[src/hw/rse_encoder_unused_note.sv]
// Intentionally empty: no further design content
`timescale 1ns/10ps
`default_nettype none
`default_nettype wire

[src/hw/rse_pkg.sv]
// Constants, field layouts and carrier types of the reading string encoder
package rse_pkg;
  // Clock and timestamp timebase
  localparam int CLK_KHZ = 10000;
  localparam int TICK_US = 1;
  localparam int TICK_CYC = (TICK_US * CLK_KHZ + 999) / 1000;
  localparam logic [31:0] TS_LIMIT = 32'hFFFF_FFFF;
  // Register byte offsets
  localparam logic [11:0] OFS_CTRL = 12'h000;
  localparam logic [11:0] OFS_STAT = 12'h004;
  localparam logic [11:0] OFS_TIME = 12'h008;
  localparam logic [11:0] OFS_EVT = 12'h00C;
  localparam logic [11:0] OFS_LTS = 12'h010;
  // Control fields
  localparam int CTL_SEL = 0;
  localparam int CTL_DELTA = 4;
  localparam int CTL_SORT = 5;
  localparam int CTL_TSRST = 8;
  localparam int CTL_BUFRST = 9;
  localparam logic [5:0] CTRL_RST = 6'h0F;
  // Status word fields
  localparam int ST_W = 24;
  localparam int ST_OVR1 = 0;
  localparam int ST_OVR2 = 1;
  localparam int ST_FILT = 2;
  localparam int ST_LIM1 = 3;
  localparam int ST_LIM2 = 4;
  localparam int ST_REL1 = 5;
  localparam int ST_REL2 = 6;
  localparam int ST_LEN = 7;
  localparam int ST_CODE = 8;
  localparam int ST_OUT1 = 13;
  localparam int ST_OUT2 = 14;
  localparam logic [4:0] CODE_ALL_FAIL = 5'h1F;
  // Measurement event flags
  localparam int EVT_W = 6;
  localparam int EVT_TEST_ONE_FAIL = 0;
  localparam int EVT_TEST_TWO_FAIL = 1;
  localparam int EVT_TEST_THREE_FAIL = 2;
  localparam int EVT_TEST_FOUR_FAIL = 3;
  localparam int EVT_UPPER_FAIL = 4;
  localparam int EVT_ALL_PASS = 5;
  // Not-a-number pattern for a missing current, +9.91e37 single precision
  localparam logic [31:0] NAN_VALUE = 32'h7E95_1BF3;
  typedef enum logic [1:0] {K_CH1 = 2'd0, K_CH2 = 2'd1, K_TIME = 2'd2, K_STAT = 2'd3} rse_kind_t;
  // One reading as delivered by the measurement logic
  typedef struct packed {
    logic [31:0] ch_one_current;
    logic [31:0] ch_two_current;
    logic ch_one_avail;
    logic ch_two_avail;
    logic ch_one_overrange;
    logic ch_two_overrange;
    logic filtered;
    logic ch_one_source_limited;
    logic ch_two_source_limited;
    logic ch_one_rel_on;
    logic ch_two_rel_on;
    logic limit_test_function;
    logic ch_one_output_on;
    logic ch_two_output_on;
    logic [2:0] test_num;
    logic upper_fail;
    logic all_fail;
    logic buffered;
  } rse_reading_t;
  // One element of the outgoing string
  typedef struct packed {
    rse_kind_t kind;
    logic [31:0] data;
    logic last;
  } rse_elem_t;
endpackage : rse_pkg

[src/hw/rse_encoder.sv]
// Reading string encoder: element selection, timestamps, status word, APB registers
//
// Overview of operation
// Any subset of four elements selectable
// Host separates list entries by commas
// Selection applies to every returned string
// All four elements selected after reset
// Missing current sends +9.91e37
// Timer starts at zero, reset command
// Timer wraps to zero at limit
// Buffered stamps absolute or delta format
// Status is a 24-bit word
// Bits 0,1 flag channel overrange
// Bit 2 flags filtered measurement
// Bits 3,4 flag source compliance
// Bits 5,6 flag relative null on
// Bit 7 flags limit test enabled
// Bits 13,14 flag source output on
// Bits 8 to 12 are encoded code
// Grading: pass, test one, two codes
// Grading: low fails three to six
// Grading: high fail sets bit 12; a high fail on test one or two leaves it clear
// Grading raises matching measurement event flag; a test five high fail raises no flag
// Sorting: pass zeros, all fail ones
// Bit 15 and above read zero
// Fixed element order, unselected ones omitted
`timescale 1ns/10ps
`default_nettype none
module rse_encoder
  import rse_pkg::*;
(
  input wire logic pclk,
  input wire logic presetn,
  input wire logic psel,
  input wire logic penable,
  input wire logic pwrite,
  input wire logic [11:0] paddr,
  input wire logic [31:0] pwdata,
  output logic [31:0] prdata,
  output logic pready,
  output logic pslverr,
  input wire logic rd_valid,
  input wire rse_reading_t rd,
  output logic rd_ready,
  output logic el_valid,
  output rse_elem_t el,
  input wire logic el_ready
);

  typedef enum logic [2:0] {
    S_IDLE = 3'b000,
    S_C1 = 3'b001,
    S_C2 = 3'b011,
    S_TS = 3'b010,
    S_ST = 3'b110
  } rse_st_t;

  //////////////////////////////////////////////////////////////////////////////
  // Helpers

  function automatic rse_st_t st_of(input logic [1:0] i);
    case (i)
      2'd0: st_of = S_C1;
      2'd1: st_of = S_C2;
      2'd2: st_of = S_TS;
      default: st_of = S_ST;
    endcase
  endfunction : st_of

  // First selected element at or after position from
  function automatic rse_st_t pick(input logic [2:0] from, input logic [3:0] sel);
    rse_st_t r;
    r = S_IDLE;
    for (int i = 3; i >= 0; i--) begin
      if (3'(i) >= from && sel[i]) begin
        r = st_of(2'(i));
      end
    end
    pick = r;
  endfunction : pick

  function automatic logic [2:0] pos_of(input rse_st_t s);
    case (s)
      S_C1: pos_of = 3'd0;
      S_C2: pos_of = 3'd1;
      S_TS: pos_of = 3'd2;
      default: pos_of = 3'd3;
    endcase
  endfunction : pos_of

  // Limit code in bits 12..8
  function automatic logic [4:0] limit_code(input rse_reading_t r, input logic sort);
    if (sort) begin
      limit_code = r.all_fail ? CODE_ALL_FAIL : {2'b00, r.test_num};
    end else begin
      limit_code = {r.upper_fail && r.test_num >= 3'd3, 1'b0, r.test_num};
    end
  endfunction : limit_code

  //////////////////////////////////////////////////////////////////////////////
  // Registers and state

  logic [5:0] ctrl_reg;
  logic ts_rst_reg;
  logic buf_rst_reg;
  logic [ST_W-1:0] status_reg;
  logic [EVT_W-1:0] evt_reg;
  logic [31:0] ts_reg;
  logic [31:0] lts_reg;
  logic [31:0] tick_reg;
  logic first_pend_reg;
  logic [31:0] base_reg;
  logic [31:0] prev_reg;
  logic [31:0] c1_reg;
  logic [31:0] c2_reg;
  rse_st_t st_reg;
  logic [31:0] prdata_reg;
  logic pready_reg;
  logic pslverr_reg;
  logic rd_ready_reg;
  logic el_valid_reg;
  rse_elem_t el_reg;
  logic [3:0] sel_reg;

  logic setup;
  logic wr_en;
  logic mapped;
  logic accept;
  logic advance;
  logic tick;
  logic [ST_W-1:0] status_next;
  logic [EVT_W-1:0] evt_hit;
  logic [31:0] ts_next;
  logic [31:0] c1_next;
  logic [31:0] c2_next;

  assign setup = psel && !penable;
  assign wr_en = psel && penable && pready_reg && pwrite;
  assign mapped = paddr == OFS_CTRL || paddr == OFS_STAT || paddr == OFS_TIME ||
                  paddr == OFS_EVT || paddr == OFS_LTS;
  assign accept = rd_valid && rd_ready_reg;
  assign advance = el_valid_reg && el_ready;
  assign tick = tick_reg == 32'(TICK_CYC - 1);

  //////////////////////////////////////////////////////////////////////////////
  // APB slave: one wait-free access phase after each setup

  always_ff @(posedge pclk or negedge presetn) begin
    if (!presetn) begin
      pready_reg <= 1'b0;
      pslverr_reg <= 1'b0;
      prdata_reg <= 32'h0000_0000;
    end else begin
      pready_reg <= setup;
      pslverr_reg <= setup && !mapped;
      if (setup) begin
        case (paddr)
          OFS_CTRL: prdata_reg <= {26'h000_0000, ctrl_reg};
          OFS_STAT: prdata_reg <= {8'h00, status_reg};
          OFS_TIME: prdata_reg <= ts_reg;
          OFS_EVT: prdata_reg <= {26'h000_0000, evt_reg};
          OFS_LTS: prdata_reg <= lts_reg;
          default: prdata_reg <= 32'h0000_0000;
        endcase
      end
    end
  end

  // Control word; command bits only pulse and read back as zero
  always_ff @(posedge pclk or negedge presetn) begin
    if (!presetn) begin
      ctrl_reg <= CTRL_RST;
      ts_rst_reg <= 1'b0;
      buf_rst_reg <= 1'b0;
    end else begin
      ts_rst_reg <= wr_en && paddr == OFS_CTRL && pwdata[CTL_TSRST];
      buf_rst_reg <= wr_en && paddr == OFS_CTRL && pwdata[CTL_BUFRST];
      if (wr_en && paddr == OFS_CTRL) begin
        ctrl_reg <= pwdata[5:0];
      end
    end
  end

  //////////////////////////////////////////////////////////////////////////////
  // Relative timestamp timer in microseconds

  always_ff @(posedge pclk or negedge presetn) begin
    if (!presetn) begin
      tick_reg <= 32'h0000_0000;
      ts_reg <= 32'h0000_0000;
    end else if (ts_rst_reg) begin
      tick_reg <= 32'h0000_0000;
      ts_reg <= 32'h0000_0000;
    end else begin
      tick_reg <= tick ? 32'h0000_0000 : tick_reg + 32'h0000_0001;
      if (tick) begin
        ts_reg <= (ts_reg == TS_LIMIT) ? 32'h0000_0000 : ts_reg + 32'h0000_0001;
      end
    end
  end

  // Buffered readings: first one stamps zero, later ones absolute or delta
  always_comb begin
    if (!rd.buffered) begin
      ts_next = ts_reg;
    end else if (first_pend_reg) begin
      ts_next = 32'h0000_0000;
    end else if (ctrl_reg[CTL_DELTA]) begin
      ts_next = ts_reg - prev_reg;
    end else begin
      ts_next = ts_reg - base_reg;
    end
  end

  always_ff @(posedge pclk or negedge presetn) begin
    if (!presetn) begin
      first_pend_reg <= 1'b1;
      base_reg <= 32'h0000_0000;
      prev_reg <= 32'h0000_0000;
      lts_reg <= 32'h0000_0000;
    end else begin
      if (buf_rst_reg) begin
        first_pend_reg <= 1'b1;
      end else if (accept && rd.buffered) begin
        first_pend_reg <= 1'b0;
      end
      if (accept && rd.buffered && first_pend_reg) begin
        base_reg <= ts_reg;
      end
      if (accept && rd.buffered) begin
        prev_reg <= ts_reg;
      end
      if (accept) begin
        lts_reg <= ts_next;
      end
    end
  end

  //////////////////////////////////////////////////////////////////////////////
  // Status word and measurement events

  always_comb begin
    status_next = '0;
    status_next[ST_OVR1] = rd.ch_one_overrange;
    status_next[ST_OVR2] = rd.ch_two_overrange;
    status_next[ST_FILT] = rd.filtered;
    status_next[ST_LIM1] = rd.ch_one_source_limited;
    status_next[ST_LIM2] = rd.ch_two_source_limited;
    status_next[ST_REL1] = rd.ch_one_rel_on;
    status_next[ST_REL2] = rd.ch_two_rel_on;
    status_next[ST_LEN] = rd.limit_test_function;
    status_next[ST_CODE +: 5] = limit_code(rd, ctrl_reg[CTL_SORT]);
    status_next[ST_OUT1] = rd.ch_one_output_on;
    status_next[ST_OUT2] = rd.ch_two_output_on;
  end

  // Sorting mode raises the test four flag for test three and the upper flag for test four; an all-fail sort raises nothing
  always_comb begin
    evt_hit = '0;
    if (rd.limit_test_function && !(ctrl_reg[CTL_SORT] && rd.all_fail)) begin
      case (rd.test_num)
        3'd0: evt_hit[EVT_ALL_PASS] = !rd.all_fail;
        3'd1: evt_hit[EVT_TEST_ONE_FAIL] = 1'b1;
        3'd2: evt_hit[EVT_TEST_TWO_FAIL] = 1'b1;
        3'd3: evt_hit[ctrl_reg[CTL_SORT] ? EVT_TEST_FOUR_FAIL :
                      (rd.upper_fail ? EVT_UPPER_FAIL : EVT_TEST_THREE_FAIL)] = 1'b1;
        3'd4: evt_hit[ctrl_reg[CTL_SORT] ? EVT_UPPER_FAIL :
                      (rd.upper_fail ? EVT_UPPER_FAIL : EVT_TEST_FOUR_FAIL)] = 1'b1;
        3'd6: evt_hit[EVT_UPPER_FAIL] = rd.upper_fail && !ctrl_reg[CTL_SORT];
        default: evt_hit = '0;
      endcase
    end
  end

  // Sticky events; a new event beats a same-cycle write-one clear
  always_ff @(posedge pclk or negedge presetn) begin
    if (!presetn) begin
      evt_reg <= '0;
    end else begin
      evt_reg <= (evt_reg & ~((wr_en && paddr == OFS_EVT) ? pwdata[EVT_W-1:0] : '0)) |
                 (accept ? evt_hit : '0);
    end
  end

  always_ff @(posedge pclk or negedge presetn) begin
    if (!presetn) begin
      status_reg <= '0;
    end else if (accept) begin
      status_reg <= status_next;
    end
  end

  //////////////////////////////////////////////////////////////////////////////
  // String sequencer

  assign c1_next = rd.ch_one_avail ? rd.ch_one_current : NAN_VALUE;
  assign c2_next = rd.ch_two_avail ? rd.ch_two_current : NAN_VALUE;

  always_ff @(posedge pclk or negedge presetn) begin
    if (!presetn) begin
      c1_reg <= 32'h0000_0000;
      c2_reg <= 32'h0000_0000;
    end else if (accept) begin
      c1_reg <= c1_next;
      c2_reg <= c2_next;
    end
  end

  // Selection is latched at take, so a control write mid-string cannot truncate or pad it
  always_ff @(posedge pclk or negedge presetn) begin
    if (!presetn) begin
      st_reg <= S_IDLE;
      rd_ready_reg <= 1'b1;
      el_valid_reg <= 1'b0;
      el_reg <= '0;
      sel_reg <= 4'h0;
    end else if (accept) begin
      sel_reg <= ctrl_reg[3:0];
      st_reg <= pick(3'd0, ctrl_reg[3:0]);
      rd_ready_reg <= pick(3'd0, ctrl_reg[3:0]) == S_IDLE;
      el_valid_reg <= pick(3'd0, ctrl_reg[3:0]) != S_IDLE;
      el_reg.kind <= rse_kind_t'(pos_of(pick(3'd0, ctrl_reg[3:0])));
      el_reg.last <= pick(pos_of(pick(3'd0, ctrl_reg[3:0])) + 3'd1, ctrl_reg[3:0]) == S_IDLE;
      case (pick(3'd0, ctrl_reg[3:0]))
        S_C1: el_reg.data <= c1_next;
        S_C2: el_reg.data <= c2_next;
        S_TS: el_reg.data <= ts_next;
        default: el_reg.data <= {8'h00, status_next};
      endcase
    end else if (advance) begin
      if (el_reg.last) begin
        st_reg <= S_IDLE;
        rd_ready_reg <= 1'b1;
        el_valid_reg <= 1'b0;
      end else begin
        st_reg <= pick(pos_of(st_reg) + 3'd1, sel_reg);
        el_reg.kind <= rse_kind_t'(pos_of(pick(pos_of(st_reg) + 3'd1, sel_reg)));
        el_reg.last <= pick(pos_of(pick(pos_of(st_reg) + 3'd1, sel_reg)) + 3'd1,
                            sel_reg) == S_IDLE;
        case (pick(pos_of(st_reg) + 3'd1, sel_reg))
          S_C2: el_reg.data <= c2_reg;
          S_TS: el_reg.data <= lts_reg;
          default: el_reg.data <= {8'h00, status_reg};
        endcase
      end
    end
  end

  assign prdata = prdata_reg;
  assign pready = pready_reg;
  assign pslverr = pslverr_reg;
  assign rd_ready = rd_ready_reg;
  assign el_valid = el_valid_reg;
  assign el = el_reg;

  //////////////////////////////////////////////////////////////////////////////
  // Checks

  a_default_sel: assert property (@(posedge pclk) disable iff (!presetn)
    !$past(presetn) |-> ctrl_reg[3:0] == 4'hF) else $error("default selection lost");
  a_nan_fill: assert property (@(posedge pclk) disable iff (!presetn)
    accept && !rd.ch_one_avail && ctrl_reg[0] |=> el_reg.kind == K_CH1 && el_reg.data == NAN_VALUE)
    else $error("missing current not NaN");
  a_ts_restart: assert property (@(posedge pclk) disable iff (!presetn)
    ts_rst_reg |=> ts_reg == 32'h0000_0000 [*2]) else $error("timer not restarted");
  a_ts_wrap: assert property (@(posedge pclk) disable iff (!presetn)
    tick && ts_reg == TS_LIMIT && !ts_rst_reg |=> ts_reg == 32'h0000_0000) else $error("timer not wrapped");
  a_upper_zero: assert property (@(posedge pclk) disable iff (!presetn)
    el_valid_reg && el_reg.kind == K_STAT |-> el_reg.data[31:15] == 17'h0_0000)
    else $error("status high bits set");
  a_elem_order: assert property (@(posedge pclk) disable iff (!presetn)
    advance && !el_reg.last |=> el_valid_reg && el_reg.kind > $past(el_reg.kind))
    else $error("element order broken");
  a_grade_high: assert property (@(posedge pclk) disable iff (!presetn)
    accept && !ctrl_reg[CTL_SORT] && rd.test_num == 3'd5 && rd.upper_fail
    |=> status_reg[12:8] == 5'b10101) else $error("grading high code wrong");
  a_sort_fail: assert property (@(posedge pclk) disable iff (!presetn)
    accept && ctrl_reg[CTL_SORT] && rd.all_fail |=> status_reg[12:8] == 5'b11111)
    else $error("sorting all-fail code wrong");
  a_pass_event: assert property (@(posedge pclk) disable iff (!presetn)
    accept && rd.limit_test_function && rd.test_num == 3'd0 && !rd.all_fail
    |=> evt_reg[EVT_ALL_PASS] [*2]) else $error("pass event not held");
  a_ovr_bits: assert property (@(posedge pclk) disable iff (!presetn)
    accept |=> status_reg[1:0] == {$past(rd.ch_two_overrange), $past(rd.ch_one_overrange)})
    else $error("overrange bits wrong");
endmodule : rse_encoder
`default_nettype wire

[config.mk]
export PLATFORM = sky130hd
export DESIGN_NAME = rse_encoder
export DESIGN_NICKNAME = d
export VERILOG_FILES = /design/src/hw/rse_encoder_unused_note.sv /design/src/hw/rse_pkg.sv /design/src/hw/rse_encoder.sv
export SDC_FILE = /design/constraint.sdc
export NUM_CORES = 1
export LEC_CHECK = 0
export ABC_CLOCK_PERIOD_IN_PS = 3280
export BUFFER_PORTS_ARGS = -buffer_cell sky130_fd_sc_hd__buf_2
export CAP_MARGIN = 20
export CORE_UTILIZATION = 53
export DETAILED_ROUTE_END_ITERATION = 8
export PLACE_DENSITY_LB_ADDON = 0.05
export SKIP_CTS_REPAIR_TIMING = 1
export SLEW_MARGIN = 15
export SYNTH_ARGS = -nofsm -noshare
export SYNTH_HDL_FRONTEND = slang
export SYNTH_SLANG_ARGS = --single-unit
[constraint.sdc]
create_clock -name pclk -period 3.28 [get_ports pclk]
set_input_delay 0.656 -clock pclk [delete_from_list [all_inputs] [get_ports pclk]]
set_output_delay 0.656 -clock pclk [all_outputs]
set_load 0.005 [all_outputs]
Word-level counts from Yosys, hierarchy flattened
Cells that the tools add are included.

storage, ports and cells
  register bits after elaboration = 300
  input port bits = 133
  output and inout bits = 71
  word-level logic and storage cells = 201

cells by class
  $add $sub $neg = 7
  order comparisons = 17
  equality and inequality tests = 21
  multiplexer cells = 79
  bitwise operators = 3
  reductions and logical operators = 52

operators with widths
  cell                   number
  $mux 32                10
  $pmux 32 s5            1
  $mux 3                 38
  $mux 35                3
  $pmux 32 s3            1
  $add 32x1->32 const B  2
  $pmux 32 s2            1
  $sub 32x32->32         2
  $eq 32x32->1 const B   1
  $eq 32x4->1 const B    1
  $logic_and 1x1->1      31
  $eq 12x4->1 const B    2
  $eq 3x2->1 const B     8
  $ge 1x3->1 const A     6
  $ge 2x3->1 const A     6
  $mux 6                 3
  $pmux 2 s3             3
  $eq 12x3->1 const B    1
  $eq 12x5->1 const B    1
  $eq 3x1->1 const B     4
  $logic_not 12->1       1
  $logic_not 3->1        4
  $pmux 1 s3             4
  $mux 1                 10
  other kinds (17)       35

Depth between registers and ports, before layout
Gate-level depths: netlist (run 1).

  depth after elaboration = 34
  depth in mapped cells = 14

Worst setup path after synthesis (run 1)
OpenSTA, ideal clock, no wires.

  path kind = flip-flop to flip-flop
  start = register ctrl_reg[4]
  end = register el_reg, in the netlist el[32]
  data arrival time = 3389 ps
  data required time = 3149 ps
  slack = -240 ps
  stages on the path, launching flop included = 14
  clock period less this slack = 3520 ps
  cell sequence = dfrtp_1 -> clkbuf_1 -> buf_1 -> mux2i_1 -> ha_1 -> a21o_1 -> a211oi_2 -> a211oi_2 -> nor3b_2 -> o31ai_2 -> a31oi_4 -> a21oi_1 -> nor3b_1 -> or3_1

on the way
  word-level cells in the longest chain between the ends = 5

ends and longest elaborated chain
  element                 line                text
  start, declared         rse_encoder.sv:103  logic [5:0] ctrl_reg;
  start signal, assigned  rse_encoder.sv:179  ctrl_reg <= pwdata[5:0];
  $mux 32                 rse_encoder.sv:208  end else if (ctrl_reg[CTL_DELTA]) begin
  $mux 32                 rse_encoder.sv:206  end else if (first_pend_reg) begin
  $mux 32                 rse_encoder.sv:204  if (!rd.buffered) begin
  $pmux 32 s3             rse_encoder.sv:324  case (pick(3'd0, ctrl_reg[3:0]))
  $mux 35                 rse_encoder.sv:317  end else if (accept) begin
  end, declared           rse_encoder.sv:122  rse_elem_t el_reg;

No other way between the ends.
A chain may end at the register's enable or synchronous reset.

Final worst setup path (run 1)
  start = register ctrl_reg[4]
  end = register el_reg, in the netlist el[23]

The elaborated chain is that of the path after synthesis.

==> flow_metrics.tcl, run 1 <==
set metrics [dict create \
    cts_tree "done" \
    async_flop_share_pct 100 \
    numCtsBuffers 35 \
    synthesis.instances 1763 \
    clock-sinks 299 \
    grt_pass1_wl_um 79100 \
    ys_ff_latch 299 \
    num-fill-cells 2489 \
    endpoint_kind "flip-flop" \
    via_count 14935 \
    cpMaxStageDelayCell "dfrtp_2" \
    placementRows 63 \
    wl_per_cell_um 21.2 \
    hold_class "primary input to asynchronous set/reset pin" \
    synthTopCellsByArea "dfrtp_1, nand2_1, o21ai_0, mux2_2, nor2_1" \
    critical_path.cell_chain "mux2_4 -> ha_4 -> inv_2 -> fa_2 -> a21o_1 -> a221oi_4 -> o31ai_4 -> o21ai_2 -> nor3b_4 -> buf_4 -> xnor2_2 -> a221o_1 -> a222oi_1 -> o21ai_1" \
    core_area_um2 30000 \
    cp_data_required_time_ps 3670 \
    vias_per_cell 6.23 \
    fin_crit_sh_pct 101 \
    antenna_cells 0 \
    layout-drive-gt1-share_pct 24.8 \
    path_delay_family "compound AO/OA/AOI/OAI gates" \
    vdd_drop_max_uv 525 \
    ys_warn_count 0 \
    crit_type "flip-flop to flip-flop" \
    finalMaxSlewViolations 0 \
    worst-path-buf-inv 2 \
    synthToLayoutAreaGrowth_pct 20.7 \
    hold_violations 0 \
    cts-root-buf "clkbuf_16" \
    clock_power_share_pct 38.5 \
    io_pins 204 \
    avgSynthCellArea_um2 9.25 \
    share_comb_of_total_power_pct 22.0 \
    fin_skew_ps 15.6 \
    drtAntennaViolNets 0 \
    first_pass_iters 8 \
    die_w_um 177 \
    r2r_slack_ps -50 \
    fp.dieH_um 177 \
    ff2ff_path_depth 14 \
    reg2reg_from "ctrl_reg[4]" \
    violations "negative setup slack" \
    place_ws_ps -67.9 \
    wirelength_um 50700 \
    intPower_mw 6.95 \
    cp-start-kind "flip-flop" \
    whs_ps 137 \
    layout_setup_ws_ps -47.7 \
    crit_arrival_ps 3720 \
    setup_viol 3 \
    drc_errors 0 \
    syn_area_um2 16300 \
    status "finished with violations" \
    portBuffers 179 \
    die_area_um2 31500 \
    grt_overflow 0 \
    yosysTopAreaCell "dfrtp_1" \
    place.detailed.hpwl_um 36600 \
    slew-limit-headroom_pct 28.4 \
    nNetsFinal 2152 \
    gr-usage-all-layers_pct 32.4 \
    fmax_mhz 301 \
    synth_common_cells "dfrtp_1, nand2_1, o21ai_0, nor2_1, clkbuf_1" \
    synth_enable_flop_cells 0 \
    crit_fanout 3 \
    grt_start_max_net_pins 89 \
    drt_iter0_drc 1486 \
    period_needed_ps 3330 \
    maxCapViolCount 0 \
    first_global_vias 14185 \
    antenna_found_initial 0 \
    clk_pin_slew_ps 60 \
    r2r-end "el[23]" \
    power.share.switching_pct 28.2 \
    power.leakage_nw 9.18 \
    synthDistinctLibCells 72 \
    initial_core_util_pct 54.4 \
    synth_top_area_share_pct 45.0 \
    largest_reg_flops 35 \
    powerDensity_nw_per_um2 492 \
    dominantRegCellSynth "dfrtp_1" \
    power_switching_mw 2.73 \
    worst_pin_slew_ps 1070 \
    cts-htree-levels 2 \
    globalplace.congestion 0.961 \
    crit_path_max_incr_delay_ps 430 \
    clk_latency_ps 510 \
    synth_most_common_cell "dfrtp_1" \
    ys_seq_area_share_pct 45.9 \
    cts_max_path_buffers 3 \
    rsz0062_at_grt "true" \
    syn_nets 1931 \
    power_frac_seq_pct 39.4 \
]
[final cells by class]
cell class / count / area [um2] / area share, %
Inverter: 30 / 113 / 0.572
Timing Repair Buffer: 315 / 2010 / 10.2
Sequential cell: 299 / 7490 / 38.1
Multi-Input combinational cell: 1303 / 8490 / 43.1
Clock buffer: 49 / 968 / 4.92
Clock inverter: 12 / 123 / 0.623
Tap cell: 390 / 488 / 2.48
[worst reg2reg max path: stages, from the launching register on]
cell	delay, ps
dfrtp_2	430
mux2_4	220
ha_4	130
inv_2	40
fa_2	380
a21o_1	230
a221oi_4	370
o31ai_4	100
o21ai_2	180
nor3b_4	220
buf_4	140
xnor2_2	80
a221o_1	320
a222oi_1	270
o21ai_1	110
[placed cells by master (no fill, tap or decap), types with 18 or more instances in the layout]
cell type / count
dfrtp_1: 292
nand2_1: 249
buf_2: 178
o21ai_0: 152
nor2_1: 138
buf_4: 127
a21oi_1: 70
mux2_2: 67
nand3_1: 58
clkbuf_16: 35
a22oi_1: 33
ha_1: 31
a221oi_1: 30
mux2i_1: 28
inv_1: 28
nor3_1: 27
xnor2_1: 26
xor2_1: 23
nor2b_1: 22
a31oi_1: 22
and3_1: 20
nand2b_1: 18
a222oi_1: 18
[layer usage]
| metal | share of wire (%) | GRT usage [%] |
|---|---|---|
| met1 | 44 | 47.8 |
| met2 | 45 | 50.2 |
| met3 | 8.9 | 5.06 |
| met4 | 2.0 | 7.05 |
| met5 | 0 | 0.801 |
[cells by family (layout without fill, tap and decap cells)]
| logic type | Yosys count | after routing | share of synthesized area (%) |
|---|---|---|---|
| flip-flops | 299 | 299 | 45.9 |
| multiplexers | 101 | 101 | 6.72 |
| adder cells (fa/ha/maj) | 35 | 35 | 2.73 |
| AND/OR/NAND/NOR | 599 | 599 | 16.6 |
| XOR/XNOR | 53 | 53 | 2.85 |
| AO/OA/AOI/OAI | 515 | 515 | 21.4 |
| buffers and inverters | 161 | 406 | 3.73 |
[worst max path at each step]
stage | startpoint | to | slack (ps) | cells after the start
final | ctrl_reg[4] | el[23] | -50 | 14
after global routing | ctrl_reg[4] | el[23] | -150 | 14
after CTS | ctrl_reg[4] | el[25] | -110 | 15
after detailed placement | ctrl_reg[4] | el[25] | -70 | 15
after global placement | ctrl_reg[4] | el[25] | -60 | 15
after floorplan | ctrl_reg[4] | el[32] | -20 | 13
[through the flow]
step / setup TNS [ps] / cells / area [um2] / power (mW) / utilization [%]
4_1_cts: -303 / 2387 / 19300 / 9.42 / 64.5
5_1_grt: -1280 / 2398 / 19700 / 10.0 / 65.7
3_3_place_gp: -59.4 / 2326 / 18200 / 5.66 / 60.9
6_report: -68.9 / 2398 / 19700 / 9.68 / 65.7
3_5_place_dp: -191 / 2326 / 18200 / 5.69 / 60.9
2_1_floorplan: -18.1 / 1763 / 16300 / 4.91 / -
[power by group through the flow]
stage	sequential (mW)	clock [mW]	combinational, mW
floorplan	3.88	0	1.03
global placement	3.88	0	1.78
detailed placement	3.88	0	1.81
CTS	3.81	3.79	1.82
global route	3.82	3.93	2.29
finish	3.82	3.73	2.13
Power figures use the tool's default switching activity.
==> run 2: changes to the inputs <==
MAX_ROUTING_LAYER = met4   (was unset)
==> run 2 against run 1 <==
- the flow still finishes with violations (negative setup slack)
- routed wire length is 0.63% lower
- critical path type unchanged
- setup slack worse by 5.0 ps
- register-to-register slack hardly changed
- highest routed layer unchanged
==> flow_metrics.tcl, run 2 (same netlist as run 1, synthesis figures left out) <==
set metrics [dict create \
    status "finished with violations" \
    violations "negative setup slack" \
    period_needed_ps 3330 \
    rsz0062_at_grt "true" \
    multiInputGateArea_um2 8460 \
    placementRows 63 \
    grt_overflow 0 \
    cts-htree-levels 2 \
    globalplace.congestion 0.983 \
    synthToLayoutAreaGrowth_pct 20.0 \
    crit_path_max_incr_delay_ps 430 \
    wirelength_um 50400 \
    place_ws_ps -11.2 \
    fin_crit_sh_pct 102 \
    grt_start_max_net_pins 80 \
    regArea_um2 7490 \
    first_pass_iters 6 \
    vdd_drop_max_uv 392 \
    tns_ps -146 \
    place.detailed.hpwl_um 36500 \
    cts_tree "done" \
    finalMaxSlewViolations 0 \
    die_area_um2 31500 \
    hold_class "primary input to asynchronous set/reset pin" \
    crit_start "ctrl_reg[4]" \
    portBuffers 179 \
    core_area_um2 30000 \
    wl_per_cell_um 21.1 \
    fin_skew_ps 22.7 \
    fp.dieH_um 177 \
    antenna_found_initial 0 \
    nNetsFinal 2144 \
    powerDensity_nw_per_um2 482 \
    power.leakage_nw 9.13 \
    io_pins 204 \
    hold_violations 0 \
    num-fill-cells 2503 \
    layout-drive-gt1-share_pct 24.2 \
    drtAntennaViolNets 0 \
    cp-start-kind "flip-flop" \
    slew-limit-headroom_pct 36.6 \
    crit_arrival_ps 3720 \
    gr-usage-all-layers_pct 33.1 \
    cts_max_path_buffers 3 \
    die_w_um 177 \
    largest_reg_flops 35 \
    crit_fanout 3 \
    initial_core_util_pct 54.4 \
    final_cell_mix "dfrtp_1, nand2_1, buf_2" \
    clk_latency_ps 510 \
    first_global_vias 14144 \
    final_util_pct 65.3 \
    drt_iter0_drc 1511 \
    cts-root-buf "clkbuf_16" \
    layout_setup_ws_ps -52.7 \
    final_common_cell "dfrtp_1" \
    critical_path.cell_chain "mux2_4 -> ha_4 -> inv_2 -> fa_2 -> a21o_1 -> a221oi_4 -> o31ai_4 -> o21ai_2 -> nor3b_4 -> xnor2_2 -> a221o_1 -> a222oi_1 -> o21ai_1" \
    vias_per_cell 6.16 \
    fmax_mhz 300 \
    worst_pin_slew_ps 948 \
    via_count 14733 \
    numCtsBuffers 34 \
    crit_type "flip-flop to flip-flop" \
    antenna_cells 0 \
    drc_errors 0 \
    worst-path-buf-inv 1 \
    setup_viol 4 \
    grt_pass1_wl_um 78700 \
    reg2reg_from "ctrl_reg[4]" \
    maxCapViolCount 0 \
    endpoint_kind "flip-flop" \
    clock-sinks 299 \
    cpMaxStageDelayCell "dfrtp_2" \
    clk_pin_slew_ps 60 \
    path_delay_family "compound AO/OA/AOI/OAI gates" \
    cp_data_required_time_ps 3670 \
]
-- run 2: cell count changes in the layout (fill, tap and decap cells not counted), sizes merged --
cell	delta
buf	-7
bufinv	-2
clkinv	-2
clkinvlp	-1
clkbuf	+4
-- run 2: final cells by class --
cell class | instances | area share (%)
Clock buffer | 53 | 5.08
Clock inverter | 7 | 0.211
Inverter | 30 | 0.575
Multi-Input combinational cell | 1303 | 43.2
Sequential cell | 299 | 38.3
Tap cell | 390 | 2.49
Timing Repair Buffer | 308 | 10.1
-- run 2: power by group --
group	internal [mW]	switching [mW]	total [mW]	leakage (nW)
clock network	2.08	1.50	3.59	0.507
logic	0.905	1.12	2.03	4.50
registers	3.75	0.0651	3.82	4.12
total	6.74	2.69	9.43	9.13
-- run 2: worst reg2reg max path, delay by kind of cell (launching register included) --
family          cells  cell delay [ps]
mux                 1              220
buf+inv             1               40
compound gates      7             1630
fa+ha+maj           2              500
xor+xnor            1              130
flops               1              430
simple gates        1              280
-- run 2: worst paths after layout --
kind / to / slack [ps] / cells after the start
max in group asynchronous: prev_reg[23] / 2420 / 2
worst max-delay path: el[23] / -50 / 13
worst max register to register: el[23] / -50 / 13
worst min register to register: first_pend_reg / 430 / 1
min in group pclk: status_reg[5] / 360 / 3
worst min-delay path: el[6] / 80 / 1
-- run 2: metrics by stage --
stage	std cells	cell area, um2	hold WS (ps)	total power [mW]
floorplan	1763	16300	360	4.91
global placement	2321	18200	416	5.66
detailed placement	2321	18200	417	5.69
CTS	2381	19300	95.6	9.26
global route	2390	19600	112	9.81
finish	2390	19600	84.9	9.43
-- run 2: routing by layer --
metal	part of all wire, %	GRT usage (%)	routed length (um)	up-vias
met4	2.7	9.19	1350	0
met3	8.7	6.60	4390	90
li1	-	-	-	6859
met1	44	46.4	22400	7136
met5	0	-	0	-
met2	44	48.9	22300	648
